`config.mk`:
```
export PLATFORM = sky130hd
export DESIGN_NAME = cmj_command_front
export DESIGN_NICKNAME = d
export VERILOG_FILES = /design/src/common/cmj_pkg.sv /design/src/common/cmj_tick_if.sv /design/src/logic/cmj_tick_gen.sv /design/src/logic/cmj_command_front.sv
export SDC_FILE = /design/constraint.sdc
export NUM_CORES = 1
export LEC_CHECK = 0
export ABC_AREA = 1
export BUFFER_PORTS_ARGS = -buffer_cell sky130_fd_sc_hd__buf_4
export CAP_MARGIN = 10
export CORE_ASPECT_RATIO = 0.6
export CORE_MARGIN = 2
export CORE_UTILIZATION = 40
export CTS_BUF_LIST = sky130_fd_sc_hd__clkbuf_8
export CTS_CLUSTER_DIAMETER = 150
export DETAILED_ROUTE_END_ITERATION = 10
export GPL_TIMING_DRIVEN = 0
export PLACE_DENSITY = 0.68
export SLEW_MARGIN = 20
export SYNTH_ARGS = -nofsm -noshare
export SYNTH_HDL_FRONTEND = slang
export SYNTH_SLANG_ARGS = --single-unit
```
`constraint.sdc`:
```
create_clock -name clk_sys -period 1.62 [get_ports clk_sys]
set_input_delay 0.162 -clock clk_sys [delete_from_list [all_inputs] [get_ports clk_sys]]
set_output_delay 0.162 -clock clk_sys [all_outputs]
set_load 0.02 [all_outputs]
```
`src/common/cmj_pkg.sv`:
```
// Constants, encodings and types of the command state and join status front end.
// Assumes a 40 MHz system clock; the serial bytes arrive already deframed.
package cmj_pkg;

    // Time base
    localparam int CLK_PERIOD_NS = 25;
    localparam int MS_NS = 1000000;
    localparam int CYC_PER_MS = MS_NS / CLK_PERIOD_NS;
    localparam int MS_PER_IDLE_UNIT = 100;

    // Setting reset values and legal ranges
    localparam logic [15:0] IDLE_TIMEOUT_RST = 16'h0064;
    localparam logic [15:0] IDLE_TIMEOUT_MIN = 16'h0002;
    localparam logic [15:0] IDLE_TIMEOUT_MAX = 16'h028f;
    localparam logic [15:0] GUARD_TIME_RST = 16'h03e8;
    localparam logic [15:0] GUARD_TIME_MIN = 16'h0001;
    localparam logic [15:0] GUARD_TIME_MAX = 16'h0ce4;
    localparam logic [7:0] ESC_CHAR_RST = 8'h2b;
    localparam int ESC_COUNT = 3;

    // Firmware version fields: digits ABC release, B variant, D revision
    localparam int FW_REV_LSB = 0;
    localparam int FW_VARIANT_LSB = 8;
    localparam int FW_RELEASE_LSB = 4;
    // Hardware version fields
    localparam int HW_REV_LSB = 0;
    localparam int HW_TYPE_LSB = 8;

    // Join status codes
    localparam logic [7:0] JS_JOINED = 8'h00;
    localparam logic [7:0] JS_NO_PAN = 8'h21;
    localparam logic [7:0] JS_NO_VALID_PAN = 8'h22;
    localparam logic [7:0] JS_PERMIT_CLOSED = 8'h23;
    localparam logic [7:0] JS_NO_BEACON = 8'h24;
    localparam logic [7:0] JS_BAD_STATE = 8'h25;
    localparam logic [7:0] JS_JOIN_FAIL = 8'h27;
    localparam logic [7:0] JS_COORD_FAIL = 8'h2a;
    localparam logic [7:0] JS_COORD_CHECK = 8'h2b;
    localparam logic [7:0] JS_LEAVE_FAIL = 8'h2c;
    localparam logic [7:0] JS_NO_RESPONSE = 8'hab;
    localparam logic [7:0] JS_KEY_UNSECURED = 8'hac;
    localparam logic [7:0] JS_KEY_MISSING = 8'haf;
    localparam logic [7:0] JS_LINK_KEY = 8'haf;
    localparam logic [7:0] JS_SCANNING = 8'hff;
    localparam logic [7:0] JOIN_STATUS_RST = 8'hff;

    typedef enum logic [3:0] {
        CMD_RD_FW, CMD_RD_HW, CMD_RD_JOIN, CMD_RD_IDLE, CMD_WR_IDLE, CMD_RD_GUARD,
        CMD_WR_GUARD, CMD_RD_ESC, CMD_WR_ESC, CMD_LEAVE
    } cmj_cmd_t;

    typedef enum logic [3:0] {
        RES_OK, RES_NO_PAN, RES_NO_VALID_PAN, RES_PERMIT_CLOSED, RES_NO_BEACON, RES_BAD_STATE,
        RES_JOIN_FAIL, RES_COORD_FAIL, RES_COORD_CHECK, RES_LEAVE_FAIL, RES_NO_RESPONSE,
        RES_KEY_UNSECURED, RES_KEY_MISSING, RES_LINK_KEY
    } cmj_join_res_t;

    typedef enum logic [2:0] {
        ST_DATA, ST_ESC1, ST_ESC2, ST_POST, ST_CMD
    } cmj_state_t;

endpackage : cmj_pkg

```
`src/common/cmj_tick_if.sv`:
```
// Carries the 1 ms and 100 ms enable pulses from the time base to the front end.
// Both pulses are one system clock wide.
`timescale 1ns/1ps
interface cmj_tick_if;
    logic tick_ms;
    logic tick_100ms;
    modport src (output tick_ms, output tick_100ms);
    modport snk (input tick_ms, input tick_100ms);
endinterface : cmj_tick_if

```
`src/logic/cmj_tick_gen.sv`:
```
// Time base: divides the system clock into 1 ms and 100 ms enable pulses.
// Assumes srst synchronous to clk_sys.
`timescale 1ns/1ps
module cmj_tick_gen import cmj_pkg::*; #(
    parameter int CYC_MS = CYC_PER_MS
) (
    input wire logic clk_sys, // System clock
    input wire logic srst, // Synchronous reset
    cmj_tick_if.src ticks // Enable pulses out
);
    typedef struct packed {
        logic [31:0] cyc;
        logic [7:0] ms;
        logic tick_ms;
        logic tick_100ms;
    } cmj_tick_state_t;

    cmj_tick_state_t r, next_r;

    always_comb begin
        next_r = r;
        next_r.tick_ms = 1'b0;
        next_r.tick_100ms = 1'b0;
        if (r.cyc == 32'(CYC_MS - 1)) begin
            next_r.cyc = 32'h0;
            next_r.tick_ms = 1'b1;
            if (r.ms == 8'(MS_PER_IDLE_UNIT - 1)) begin
                next_r.ms = 8'h0;
                next_r.tick_100ms = 1'b1;
            end else begin
                next_r.ms = r.ms + 8'h1;
            end
        end else begin
            next_r.cyc = r.cyc + 32'h1;
        end
    end

    always_ff @(posedge clk_sys) begin
        if (srst) begin
            r <= '0;
        end else begin
            r <= next_r;
        end
    end

    assign ticks.tick_ms = r.tick_ms;
    assign ticks.tick_100ms = r.tick_100ms;
endmodule : cmj_tick_gen

```
`src/logic/cmj_command_front.sv`:
```
// Serial command state front end: guarded escape entry, idle timeout and explicit
// leave, version and join status reporting, and the three command state settings.
// Assumes deframed serial bytes and decoded commands, all synchronous to clk_sys.
//
// Contract
// - Firmware version: sixteen bits, four hex digits
// - Hardware version: upper type, lower revision
// - Join status zero after forming or joining
// - Distinct codes for each scan failure kind
// - Code for parents found, joining closed
// - Codes for bad state, failed join
// - Codes for coordinator start, check, leave
// - Codes for secure join errors
// - All ones status while scanning
// - Idle timeout leaves command state, 100 ms units
// - Leave command exits command state immediately
// - Guard silence before and after escapes, ms
// - Enter only on guard, escapes, guard
// - Escape character programmable, default plus sign
// - Escape entry only in transparent variants
`timescale 1ns/1ps
module cmj_command_front import cmj_pkg::*; #(
    parameter int CYC_MS = CYC_PER_MS,
    parameter logic [11:0] FW_RELEASE = 12'h123, // Arbitrary value
    parameter logic [3:0] FW_REVISION = 4'h4, // Arbitrary value
    parameter logic [7:0] HW_TYPE = 8'h5a, // Arbitrary value
    parameter logic [7:0] HW_REVISION = 8'h01 // Arbitrary value
) (
    input wire logic clk_sys, // System clock, 40 MHz
    input wire logic srst, // Synchronous reset, active high
    input wire logic framed_variant, // High in framed-packet variants
    input wire logic rx_valid, // Host byte strobe
    input wire logic [7:0] rx_byte, // Host byte
    input wire logic cmd_valid, // Decoded valid command strobe
    input wire logic [3:0] cmd_code, // Command selector
    input wire logic [15:0] cmd_wdata, // Write value
    input wire logic join_scanning, // Network stack is scanning
    input wire logic join_event, // Join procedure finished
    input wire logic [3:0] join_result, // Outcome of that procedure
    output logic command_state, // In command state
    output logic rsp_valid, // Answer strobe
    output logic rsp_error, // Answer is a refusal
    output logic [15:0] rsp_data, // Answer value
    output logic [7:0] join_status_code, // Current join status
    output logic [15:0] command_idle_timeout, // Idle timeout setting
    output logic [15:0] guard_silence_time, // Guard time setting
    output logic [7:0] escape_character // Escape character setting
);
    localparam logic [15:0] FIRMWARE_VERSION = {FW_RELEASE, FW_REVISION};
    localparam logic [15:0] HARDWARE_VERSION = {HW_TYPE, HW_REVISION};
    localparam logic [11:0] QUIET_MAX = 12'hfff;

    typedef struct packed {
        cmj_state_t st;
        logic [11:0] quiet;
        logic [15:0] idle;
        logic [15:0] idle_timeout;
        logic [15:0] guard_time;
        logic [7:0] esc_char;
        logic [7:0] join_status;
        logic command_state;
        logic rsp_valid;
        logic rsp_error;
        logic [15:0] rsp_data;
    } cmj_front_state_t;

    cmj_front_state_t r, next_r;
    cmj_tick_if ticks ();

    cmj_tick_gen #(
        .CYC_MS(CYC_MS)
    ) u_tick (
        .clk_sys(clk_sys),
        .srst(srst),
        .ticks(ticks)
    );

    cmj_cmd_t cmd;
    logic quiet_met;
    logic is_esc;
    logic [7:0] result_code;

    assign cmd = cmj_cmd_t'(cmd_code);
    // Silence counted in whole ticks, so real silence is between guard-1 and guard ms
    assign quiet_met = {4'h0, r.quiet} >= r.guard_time;
    assign is_esc = rx_byte == r.esc_char;

    always_comb begin
        case (cmj_join_res_t'(join_result))
            RES_OK: result_code = JS_JOINED;
            RES_NO_PAN: result_code = JS_NO_PAN;
            RES_NO_VALID_PAN: result_code = JS_NO_VALID_PAN;
            RES_NO_BEACON: result_code = JS_NO_BEACON;
            RES_PERMIT_CLOSED: result_code = JS_PERMIT_CLOSED;
            RES_BAD_STATE: result_code = JS_BAD_STATE;
            RES_JOIN_FAIL: result_code = JS_JOIN_FAIL;
            RES_COORD_FAIL: result_code = JS_COORD_FAIL;
            RES_COORD_CHECK: result_code = JS_COORD_CHECK;
            RES_LEAVE_FAIL: result_code = JS_LEAVE_FAIL;
            RES_NO_RESPONSE: result_code = JS_NO_RESPONSE;
            RES_KEY_UNSECURED: result_code = JS_KEY_UNSECURED;
            RES_KEY_MISSING: result_code = JS_KEY_MISSING;
            RES_LINK_KEY: result_code = JS_LINK_KEY;
            // Unknown outcome must never read as success
            default: result_code = JS_BAD_STATE;
        endcase
    end

    always_comb begin
        next_r = r;
        next_r.rsp_valid = 1'b0;
        next_r.rsp_error = 1'b0;

        // Silence since the last host byte, saturating
        if (rx_valid) begin
            next_r.quiet = 12'h0;
        end else if (ticks.tick_ms && r.quiet != QUIET_MAX) begin
            next_r.quiet = r.quiet + 12'h1;
        end

        // Scanning overrides any finished outcome
        if (join_scanning) begin
            next_r.join_status = JS_SCANNING;
        end else if (join_event) begin
            next_r.join_status = result_code;
        end

        case (r.st)
            ST_DATA: begin
                if (rx_valid && is_esc && quiet_met && !framed_variant) begin
                    next_r.st = ST_ESC1;
                end
            end
            ST_ESC1, ST_ESC2: begin
                if (rx_valid) begin
                    if (is_esc) begin
                        next_r.st = (r.st == ST_ESC1) ? ST_ESC2 : ST_POST;
                    end else begin
                        next_r.st = ST_DATA;
                    end
                end else if (quiet_met || framed_variant) begin
                    next_r.st = ST_DATA;
                end
            end
            ST_POST: begin
                if (rx_valid || framed_variant) begin
                    next_r.st = ST_DATA;
                end else if (quiet_met) begin
                    next_r.st = ST_CMD;
                    next_r.command_state = 1'b1;
                    next_r.idle = 16'h0;
                end
            end
            ST_CMD: begin
                if (cmd_valid) begin
                    next_r.idle = 16'h0;
                    next_r.rsp_valid = 1'b1;
                    next_r.rsp_data = 16'h0;
                    case (cmd)
                        CMD_RD_FW: next_r.rsp_data = FIRMWARE_VERSION;
                        CMD_RD_HW: next_r.rsp_data = HARDWARE_VERSION;
                        CMD_RD_JOIN: next_r.rsp_data = {8'h0, r.join_status};
                        CMD_RD_IDLE: next_r.rsp_data = r.idle_timeout;
                        CMD_RD_GUARD: next_r.rsp_data = r.guard_time;
                        CMD_RD_ESC: next_r.rsp_data = {8'h0, r.esc_char};
                        CMD_WR_IDLE: begin
                            if (cmd_wdata >= IDLE_TIMEOUT_MIN && cmd_wdata <= IDLE_TIMEOUT_MAX) begin
                                next_r.idle_timeout = cmd_wdata;
                            end else begin
                                next_r.rsp_error = 1'b1;
                            end
                        end
                        CMD_WR_GUARD: begin
                            if (cmd_wdata >= GUARD_TIME_MIN && cmd_wdata <= GUARD_TIME_MAX) begin
                                next_r.guard_time = cmd_wdata;
                            end else begin
                                next_r.rsp_error = 1'b1;
                            end
                        end
                        CMD_WR_ESC: begin
                            if (framed_variant) begin
                                next_r.rsp_error = 1'b1;
                            end else begin
                                next_r.esc_char = cmd_wdata[7:0];
                            end
                        end
                        CMD_LEAVE: begin
                            next_r.st = ST_DATA;
                            next_r.command_state = 1'b0;
                        end
                        default: next_r.rsp_error = 1'b1;
                    endcase
                end else if (r.idle >= r.idle_timeout) begin
                    next_r.st = ST_DATA;
                    next_r.command_state = 1'b0;
                end else if (ticks.tick_100ms) begin
                    next_r.idle = r.idle + 16'h1;
                end
            end
            default: begin
                next_r.st = ST_DATA;
                next_r.command_state = 1'b0;
            end
        endcase
    end

    always_ff @(posedge clk_sys) begin
        if (srst) begin
            r <= '0;
            r.st <= ST_DATA;
            r.idle_timeout <= IDLE_TIMEOUT_RST;
            r.guard_time <= GUARD_TIME_RST;
            r.esc_char <= ESC_CHAR_RST;
            r.join_status <= JOIN_STATUS_RST;
        end else begin
            r <= next_r;
        end
    end

    assign command_state = r.command_state;
    assign rsp_valid = r.rsp_valid;
    assign rsp_error = r.rsp_error;
    assign rsp_data = r.rsp_data;
    assign join_status_code = r.join_status;
    assign command_idle_timeout = r.idle_timeout;
    assign guard_silence_time = r.guard_time;
    assign escape_character = r.esc_char;
endmodule : cmj_command_front

```
==> results of run 1 <==
-- cell usage after synthesis, drive strengths merged --
master	n	area [sq um]
a211oi	4	40.03
a21o	2	15.01
a21oi	80	400.4
a31oi	3	18.77
a41oi	1	8.760
and3	1	6.260
buf	77	573.0
clkbuf	14	52.55
clkinv	1	3.750
dfxtp	139	2783
ha	36	450.4
inv	181	681.9
nand2	256	985.9
nand3	61	317.8
nand3b	3	22.52
nand4	39	262.8
nor2	145	601.8
nor3	29	181.4
nor3b	2	15.01
nor4	10	68.81
o2111ai	3	26.28
o211ai	13	112.6
o21ai	54	274.0
o21ba	1	10.01
o21bai	2	15.01
o221ai	3	26.28
o22ai	9	56.30
o311ai	1	8.760
o31ai	1	7.510
or2	3	18.77
xnor2	6	52.55
xor2	27	236.5
-- metal layers --
metal / share of wire / wire length, microns
met5: 0 / 0
met3: 0.095 / 2775
met1: 0.45 / 13110
met2: 0.44 / 12810
met4: 0.015 / 439
-- flip-flops by register name (all words and copies together), names as in the netlist --
name                     count
rsp_error                    1
u_tick.ticks.tick_ms         1
command_state                1
escape_character             8
u_tick.ticks.tick_100ms      1
command_idle_timeout        16
u_tick.r                    40
r                           31
join_status_code             7
rsp_data                    16
guard_silence_time          16
rsp_valid                    1
-- power breakdown --
group	switching (mW)	internal, mW
Clock	1.54	1.25
Sequential	0.0547	3.43
Combinational	0.495	0.347
-- worst max-delay path by stage --
stage | cells after the start | end
floorplan | 13 | r[76]$_SDFFE_PP0P_
global placement | 12 | r[74]$_SDFFE_PP0P_
detailed placement | 12 | r[74]$_SDFFE_PP0P_
CTS | 12 | r[80]$_SDFFE_PP0P_
global route | 13 | r[80]$_SDFFE_PP0P_
finish | 13 | r[80]$_SDFFE_PP0P_
-- metrics by stage --
step	worst slack (ns)	cell area (sq um)	power, mW	std cells
final	-0.3238	12370	7.118	1740
after global routing	-0.4307	12370	7.359	1740
after CTS	-0.3036	10950	6.974	1678
after detailed placement	-0.4698	9550	4.198	1582
after global placement	-0.4626	9550	4.185	1582
after floorplan	-0.03810	8443	3.966	1207
-- worst max-delay path: stages, from the launching register on --
cell     delay (ns)
dfxtp_2        0.36
inv_4          0.05
ha_4           0.27
nand2_2        0.05
inv_2          0.07
nand3_2        0.09
nor2_4         0.18
nand3_2        0.11
nand3_2        0.11
nand2_4        0.07
nand3_4        0.15
buf_8          0.17
nand2_4        0.05
a21oi_2        0.12
-- placed cells by master, fill, tap and decap left out, types with 6 or more instances in the layout --
cell type      instances
buf_4                247
nand2_1              196
inv_1                122
nor2_1               103
dfxtp_1               79
a21oi_1               53
dfxtp_2               43
nand2_2               40
inv_2                 39
nand3_1               38
nand4_1               36
buf_6                 30
o21ai_0               29
a21oi_2               27
xor2_1                27
ha_4                  23
nor2_4                21
nand2_4               21
nor2_2                21
inv_4                 19
clkbuf_8              18
dfxtp_4               17
nor3_1                16
nand3_2               15
o21ai_2               15
ha_1                  13
dlygate4sd3_1         13
clkbuf_1              12
o211ai_1              10
o21ai_1               10
o22ai_1                9
nand3_4                8
nor3_4                 8
nor4_1                 8
buf_8                  6
xnor2_1                6
clkinvlp_4             6
-- cells by family after synthesis --
group           after synthesis  synth area share
flops                       139            0.3339
xor+xnor                     33           0.03468
buf+inv                     273            0.1573
fa+ha+maj                    36           0.05405
compound gates              177            0.1224
simple gates                549            0.2977
-- final cells by class --
cell class	count	area, sq um	share of cell area
sequential	139	2900	0.2344
timing repair buffer	226	1932	0.1561
inverter	182	765.7	0.06189
clock inverter	14	123.9	0.01001
clock buffer	18	247.7	0.02002
multi-input combinational	796	5379	0.4348
buffer	91	674.4	0.05451
tap	273	341.6	0.02761
timing repair inverter	1	7.507	0.0006068
-- repair_timing --
item                                    CTS  global route
hold buffers                             14             1
resized for setup                       160           275
cloned                                    2             5
pin swaps                                36            83
endpoints found under the setup margin  114           110
endpoints found under the hold margin    21             2
buffers inserted                         48            60
==> flow_metrics.tcl, run 1 <==
set metrics [dict create \
    status "finished, violations left" \
    violations "negative setup slack" \
    p_per_area_nw_per_um2 575.4 \
    hold_viol 0 \
    synth_seq_cells 139 \
    drc 0 \
    syn_avg_cell_area_sq_um 6.905 \
    dpl.hpwl_microns 19170 \
    initialDrtViolationCount 798 \
    placementRows 40 \
    clk_root_buffer_cell "clkbuf_8" \
    setup_ws_ns -0.3238 \
    diodes 0 \
    critPathRequiredTime_ns 2.00 \
    routed-via-count 9041 \
    synth.distinct_cells 50 \
    reg2reg_to "r[80]$_SDFFE_PP0P_" \
    ir_worst_vdd_v 0.0004444 \
    drive_gt1_frac 0.4513 \
    grtUsageMet3 0.04997 \
    startpoint "command_idle_timeout[11]$_SDFFE_PP0P_" \
    grt_overflow_total 0 \
    grtUsageMet1 0.3549 \
    ant_nets 0 \
    drv_cap 0 \
    worst_slew_pin_slew_ns 0.9248 \
    use_met2 0.3535 \
    grt_usage 0.2397 \
    ioPinCount 106 \
    report.final.slew_viol_count 0 \
    start_util 0.4122 \
    hold_start "cmd_wdata[9]" \
    dr.pass1.iters 5 \
    areaGrowthSynthToFinish_pct 48.45 \
    cts_tree "done" \
    fin_crit_ns 1.944 \
    core_sq_um 20220 \
    tns_ns -15.87 \
    fillers 1756 \
    cts.path.max_buffers 2 \
    min_path_type "primary input to flop" \
    fp.dieH_microns 115.8 \
    place.gp.congestion 0.9304 \
    yosysSeqAreaShare 0.3339 \
    grt_pass1_wl_microns 41130 \
    worst-setup-path-type "flop to flop" \
    wl_per_cell_microns 16.74 \
    ys_warn_count 0 \
    finalCritPeriodShare 1.200 \
    grt_pass1_vias 7850 \
    syn_inst 1207 \
    placement.io_buffers 102 \
    crit_arrival_ns 2.32 \
    cp_max_fo 7 \
    ff2ff_setup_slack_ns -0.32 \
    numCtsBuffers 17 \
    clk_pin_slew_ns 0.09 \
    hold_slack_ns 0.009435 \
    grt_max_degree 17 \
    crit_path_start_kind "flop" \
    syn_area_sq_um 8334 \
    slew_headroom 0.3834 \
    p_leak_nw 5.471 \
    wirelength_microns 29130 \
    finish.utilization 0.6119 \
    nNetsFinal 1529 \
    rsz0062_at_grt "true" \
    clk_latency_ns 0.46 \
    cts_max_level 4 \
    antenna_found_initial 0 \
    finalClockSkew_ns 0.01521 \
    globalRoute.busiestLayer "met1" \
    r2r_cells 13 \
    hold_depth 3 \
    setup_viol 107 \
    syn-num-nets 1282 \
    clock-sinks 139 \
    min_to "command_idle_timeout[9]$_SDFFE_PP0P_" \
    end_kind "flop" \
    routed_via_density 5.196 \
    die_w_microns 190.4 \
    die-area_sq_um 22040 \
    fmax_mhz 514.5 \
    r2r_start "command_idle_timeout[11]$_SDFFE_PP0P_" \
]
(Power assumes the default switching activity.)
==> inputs of run 2 (changes only) <==
--- a/config.mk
+++ b/config.mk
@@ -5,7 +5,6 @@
 export SDC_FILE = /design/constraint.sdc
 export NUM_CORES = 1
 export LEC_CHECK = 0
-export ABC_AREA = 1
 export BUFFER_PORTS_ARGS = -buffer_cell sky130_fd_sc_hd__buf_4
 export CAP_MARGIN = 10
 export CORE_ASPECT_RATIO = 0.6
==> run 2 against run 1 <==
The flow still finishes with violations (negative setup slack). Non-clock buffer count decreased by 30. Largest power group unchanged. Clock skew about the same. Sequential share of layout area increased by 2.7 points. Via count decreased by 16%.
==> flow_metrics.tcl, run 2 <==
set metrics [dict create \
    finalClockSkew_ns 0.01563 \
    routed-via-count 7558 \
    grt_max_degree 17 \
    tns_ns -25.41 \
    cts_max_level 4 \
    grt_overflow_total 0 \
    clk_pin_slew_ns 0.09 \
    fin_area_sq_um 11220 \
    drc 0 \
    dpl_cell_area_sq_um 8991 \
    synth_edf_count 0 \
    yosysSeqAreaShare 0.3693 \
    ant_nets 0 \
    start_util 0.4127 \
    reg2reg_to "r[80]$_SDFFE_PP0P_" \
    grtUsageMet1 0.3655 \
    synth_area_leaders "dfxtp_1 (37%), buf_4 (6.4%), ha_1 (6.0%), nor2_1 (5.4%), mux2i_1 (5.2%)" \
    critPathRequiredTime_ns 1.99 \
    mostFrequentLayoutCells "buf_4 (225), nor2_1 (77), dfxtp_1 (70), nand2_1 (59), dfxtp_2 (45)" \
    startpoint "command_idle_timeout[14]$_SDFFE_PP0P_" \
    routed_via_density 5.521 \
    grt_pass1_wl_microns 38930 \
    die_w_microns 181.2 \
    grt_usage 0.2544 \
    die-area_sq_um 19990 \
    seqCellArea_sq_um 2929 \
    drv_cap 0 \
    seqPwrFrac 0.502 \
    synthFlopType "dfxtp_1" \
    fillers 1533 \
    cts_tree "done" \
    synth_top_family_by_area "simple AND/OR/NAND/NOR gates" \
    numCtsBuffers 17 \
    antenna_found_initial 0 \
    power_mw 6.773 \
    core_sq_um 18260 \
    top_register "u_tick.r" \
    placement.io_buffers 102 \
    worst-setup-path-type "flop to flop" \
    dr.pass1.iters 5 \
    synth.distinct_cells 61 \
    yosys.area_share.adder 0.05978 \
    globalRoute.busiestLayer "met1" \
    synth.cells.most_frequent "dfxtp_1 (139), nor2_1 (109), buf_4 (64), nand2_1 (64), a21oi_1 (54)" \
    cp_max_fo 5 \
    report.final.slew_viol_count 0 \
    grt_pass1_vias 7089 \
    p_per_area_nw_per_um2 603.5 \
    min_path_type "primary input to flop" \
    placementRows 38 \
    syn_inst 906 \
    syn_area_sq_um 7535 \
    clk_latency_ns 0.46 \
    syn_avg_cell_area_sq_um 8.316 \
    areaGrowthSynthToFinish_pct 48.97 \
    finalCritPeriodShare 1.465 \
    end_kind "flop" \
    switchingPower_mw 1.774 \
    cp-endpoint "r[80]$_SDFFE_PP0P_" \
    yosys.area.top_type_share 0.3693 \
    ioPinCount 106 \
    rsz0062_at_grt "true" \
    worst_slew_pin_slew_ns 0.6692 \
    fin_crit_ns 2.373 \
    synth_compound_gate_area_share 0.1350 \
    async_flop_share 0 \
    ys_warn_count 0 \
    violations "negative setup slack" \
    ff2ff_setup_slack_ns -0.75 \
    setup_ws_ns -0.7534 \
    yosysMostFrequentCell "dfxtp_1" \
    crit_path_start_kind "flop" \
    crit_arrival_ns 2.74 \
    drive_gt1_frac 0.4836 \
    yosysTopAreaCell "dfxtp_1" \
    cts.path.max_buffers 2 \
    diodes 0 \
    synthMuxAreaShare 0.05181 \
    status "finished, violations left" \
    p_clk_frac 0.423 \
    initialDrtViolationCount 661 \
    wirelength_microns 25670 \
    nNetsFinal 1191 \
    sw_frac_of_total 0.2619 \
    ir_worst_vdd_v 0.0004594 \
    wl_per_cell_microns 18.75 \
    place.gp.congestion 0.9802 \
    final_common_cell "buf_4" \
    synth_xor_area_frac 0.05696 \
    syn-num-nets 981 \
    largestRegisters "u_tick.r: 40 flops, r: 31 flops" \
    synth_seq_cells 139 \
    internal-power_mw 5.000 \
    r2r_cells 10 \
    dpl.hpwl_microns 17340 \
    finish.utilization 0.6148 \
    setup_viol 86 \
    fmax_mhz 421.3 \
    pwr-share-comb 0.074 \
    slew_headroom 0.5539 \
    r2r_start "command_idle_timeout[14]$_SDFFE_PP0P_" \
    multi_input_area_sq_um 5056 \
    clock-sinks 139 \
    largest_register_ff_count 40 \
    clk_root_buffer_cell "clkbuf_8" \
    synthSimpleGateAreaFrac 0.2242 \
    p_leak_nw 4.521 \
    hold_viol 0 \
    fp.dieH_microns 110.3 \
    use_met2 0.3544 \
    grtUsageMet3 0.1038 \
]
[run 2: changes by cell type after synthesis, sizes merged, moves of 20 or more]
| cell | change |
|---|---|
| o21ai | -22 |
| nor2 | -35 |
| a22oi | +20 |
| nand2 | -191 |
| inv | -138 |
| nand4 | -22 |
| mux2i | +39 |
| nand3 | -26 |
| a21oi | -26 |
[run 2: worst min-delay path by stage]
stage	startpoint	endpoint	slack (ns)	cells past startpoint
after floorplan	cmd_wdata[3]	guard_silence_time[3]$_SDFFE_PP1P_	0.29	2
after detailed placement	cmd_wdata[11]	guard_silence_time[11]$_SDFFE_PP0P_	0.44	3
final	cmd_wdata[8]	command_idle_timeout[8]$_SDFFE_PP0P_	0.02	3
after global placement	u_tick.r[10]$_SDFF_PP0_	u_tick.r[10]$_SDFF_PP0_	0.44	1
after global routing	cmd_wdata[8]	command_idle_timeout[8]$_SDFFE_PP0P_	0.02	3
after CTS	cmd_wdata[8]	command_idle_timeout[8]$_SDFFE_PP0P_	0.003	3
[run 2: layer usage]
layer | wire, microns | vias to the layer above
met4 | 399 | 0
met5 | 0 | -
met1 | 12100 | 3649
met3 | 2872 | 36
li1 | - | 3577
met2 | 10300 | 296
[run 2: layout make-up]
class                           count  area share
Multi-Input combinational cell    628      0.4505
Tap cell                          240     0.02675
Inverter                           43     0.01549
Buffer                             96     0.07034
Clock buffer                       18     0.02207
Timing Repair Buffer              191      0.1408
Sequential cell                   139      0.2610
Clock inverter                     14     0.01315
[run 2: through the flow]
stage	hold slack (ns)	cells	worst slack, ns
after floorplan	0.2871	906	-0.4981
after global placement	0.4373	1248	-0.8896
after detailed placement	0.4350	1248	-0.9799
after CTS	0.002869	1352	-0.6201
after global routing	0.01625	1369	-0.8428
final	0.01644	1369	-0.7534
[run 2: what timing repair did]
action | 4_1_cts | 5_1_grt
setup endpoints to repair | 125 | 121
pin swaps | 58 | 33
hold buffers | 9 | 1
setup buffers | 56 | 16
resized for setup | 184 | 107
gates cloned | 8 | 0
endpoints found under the hold margin | 14 | 1
[run 2: cell families after synthesis]
logic type               Yosys count
multiplexers                      39
AND/OR/NAND/NOR                  343
adder cells (fa/ha/maj)           36
buffers and inverters            140
XOR/XNOR                          49
flip-flops                       139
AO/OA/AOI/OAI                    160
[run 2: critical path, cell delays in order, from the launching register on]
cell and delay (ns):
dfxtp_4 0.37, inv_4 0.04, ha_4 0.21, nand4_1 0.12, buf_4 0.15, nor3_2 0.06, a2111oi_4 0.34, buf_4 0.23
a21oi_4 0.08, or4_1 0.53, a21oi_1 0.16
[run 2: power groups by stage]
stage / Combinational [mW] / Sequential (mW) / Clock (mW)
2_1_floorplan: 0.212 / 3.51 / 0
3_3_place_gp: 0.411 / 3.52 / 0
3_5_place_dp: 0.415 / 3.52 / 0
4_1_cts: 0.464 / 3.41 / 2.91
5_1_grt: 0.534 / 3.40 / 3.06
6_report: 0.504 / 3.40 / 2.87
==> inputs of run 3 (changes only) <==
--- a/config.mk
+++ b/config.mk
@@ -15,6 +15,7 @@
 export DETAILED_ROUTE_END_ITERATION = 10
 export GPL_TIMING_DRIVEN = 0
 export PLACE_DENSITY = 0.68
+export RECOVER_POWER = 100
 export SLEW_MARGIN = 20
 export SYNTH_ARGS = -nofsm -noshare
 export SYNTH_HDL_FRONTEND = slang
==> run 3 against run 2 <==
The flow still finishes with violations (negative setup slack). Combinational power fell by 0.8%. Wire length shrank 0.22%. Power decreased by 0.11%. Worst hold slack better by 0.0081 ns. Clock power is essentially flat. Worst setup slack got worse by 0.017 ns. Count of clock-buffer cells in the layout stayed put. Register-to-register slack got worse by 0.02 ns. Non-clock buffer count is the same. Sequential share of layout area rose by 0.13 points. Critical path depth shrank 1. Core utilization is 0.56 points lower. Critical endpoint is now r[95]$_SDFFE_PP0P_.
==> flow_metrics.tcl, run 3 (synthesis results as in run 2) <==
set metrics [dict create \
    antenna_found_initial 0 \
    start_util 0.4127 \
    tns_ns -27.87 \
    largest_register_ff_count 40 \
    final_common_cell "buf_4" \
    finalClockSkew_ns 0.01517 \
    areaGrowthSynthToFinish_pct 47.61 \
    cts_max_level 4 \
    grt_pass1_wl_microns 38930 \
    routed-via-count 7536 \
    ff2ff_setup_slack_ns -0.77 \
    mostFrequentLayoutCells "buf_4 (201), nor2_1 (78), dfxtp_1 (76), nand2_1 (59), dfxtp_2 (41)" \
    cp_top_family "compound AO/OA/AOI/OAI gates" \
    cts.path.max_buffers 2 \
    ir_worst_vdd_v 0.0004616 \
    drv_cap 0 \
    worst-setup-path-type "flop to flop" \
    fp.dieH_microns 110.3 \
    top_register "u_tick.r" \
    routed_via_density 5.505 \
    end_kind "flop" \
    ant_nets 0 \
    violations "negative setup slack" \
    placement.io_buffers 102 \
    cp_cell_sequence "ha_4 -> a31oi_2 -> nor2b_1 -> o2111ai_4 -> buf_4 -> a21oi_2 -> or4_4 -> o211ai_1 -> mux2i_1" \
    setup_ws_ns -0.7704 \
    grt_pass1_vias 7089 \
    clock-sinks 139 \
    drc 0 \
    crit_buf_inv 1 \
    fmax_mhz 418.3 \
    cp_slowest_stage_delay_ns 0.46 \
    status "finished, violations left" \
    placementRows 38 \
    dpl.hpwl_microns 17340 \
    initialDrtViolationCount 626 \
    report.final.slew_viol_count 0 \
    p_leak_nw 4.427 \
    dpl.cell_count 1248 \
    dr.pass1.iters 5 \
    wirelength_microns 25620 \
    fin_crit_ns 2.390 \
    cp_slowest_cell "dfxtp_1" \
    clk_root_buffer_cell "clkbuf_8" \
    min_path_type "primary input to flop" \
    drive_gt1_frac 0.4579 \
    core_sq_um 18260 \
    dp_worst_setup_slack_ns -0.9799 \
    grt_usage 0.2544 \
    clk_latency_ns 0.46 \
    cts_tree "done" \
    cp_max_fo 4 \
    hold_viol 0 \
    wl_per_cell_microns 18.71 \
    crit_path_start_kind "flop" \
    grt_overflow_total 0 \
    stdcell_count 1369 \
    crit_arrival_ns 2.76 \
    worst_slew_pin_slew_ns 0.6615 \
    critPathRequiredTime_ns 1.99 \
    numCtsBuffers 17 \
    diodes 0 \
    die_w_microns 181.2 \
    place.gp.congestion 0.9802 \
    grt_max_degree 17 \
    setup_viol 109 \
    clk_pin_slew_ns 0.08 \
    finalCritPeriodShare 1.476 \
    nNetsFinal 1191 \
    largestRegisters "u_tick.r: 40 flops, r: 31 flops" \
    ioPinCount 106 \
    p_per_area_nw_per_um2 608.4 \
    rsz0062_at_grt "true" \
    slew_headroom 0.5590 \
    die-area_sq_um 19990 \
]
## run 3: final cells by class
cell class	count	area, sq um
inverter	43	173.9
tap	240	300.3
timing repair buffer	191	1498
fill	1569	7136
clock inverter	14	147.6
clock buffer	18	247.7
multi-input combinational	628	5049
sequential	139	2917
buffer	96	789.5
## run 3: path summary, 6_finish.rpt
kind | from | end | depth (start not counted)
setup / recovery | guard_silence_time[0]$_SDFFE_PP0P_ | r[95]$_SDFFE_PP0P_ | 9
hold / removal | cmd_wdata[8] | command_idle_timeout[8]$_SDFFE_PP0P_ | 3
setup reg to reg | guard_silence_time[0]$_SDFFE_PP0P_ | r[95]$_SDFFE_PP0P_ | 9
hold reg to reg | command_idle_timeout[11]$_SDFFE_PP0P_ | command_idle_timeout[11]$_SDFFE_PP0P_ | 2
## run 3: metal layers
metal  global-route usage  vias up  share of wire
met5                    0        -              0
met4              0.04936        0          0.016
met3               0.1038       33           0.11
met2               0.3544      307           0.40
met1               0.3655     3627           0.47
li1                     -     3569              -
## run 3: power breakdown
part           leakage, nW  switching, mW  internal, mW  total, mW
Combinational         3.07          0.303         0.197      0.500
Clock                0.199           1.45          1.41       2.86
Sequential            1.16         0.0166          3.39       3.41
Total                 4.43           1.77          5.00       6.77
## run 3: what timing repair did
action                                  CTS  global route
endpoints found under the hold margin    14             1
setup buffers                            56            16
hold buffers                              9             1
gates cloned                              8             0
pin swaps                                58            33
endpoints found under the setup margin  125           121
resized for setup                       184           107
## run 3: worst register-to-register path, stage by stage (launching register included)
cell and delay [ns]:
dfxtp_1 0.46, ha_4 0.25, a31oi_2 0.18, nor2b_1 0.10
o2111ai_4 0.24, buf_4 0.17, a21oi_2 0.04, or4_4 0.44
o211ai_1 0.19, mux2i_1 0.24
## run 3: metrics by stage
step	hold WS, ns	area (sq um)	utilization	power (mW)
floorplan	0.2871	7920	-	3.726
global placement	0.4373	8986	0.4922	3.930
detailed placement	0.4350	8991	0.4925	3.933
CTS	0.002869	10700	0.5861	6.781
global route	0.01625	11120	0.6092	6.995
finish	0.02452	11120	0.6092	6.766
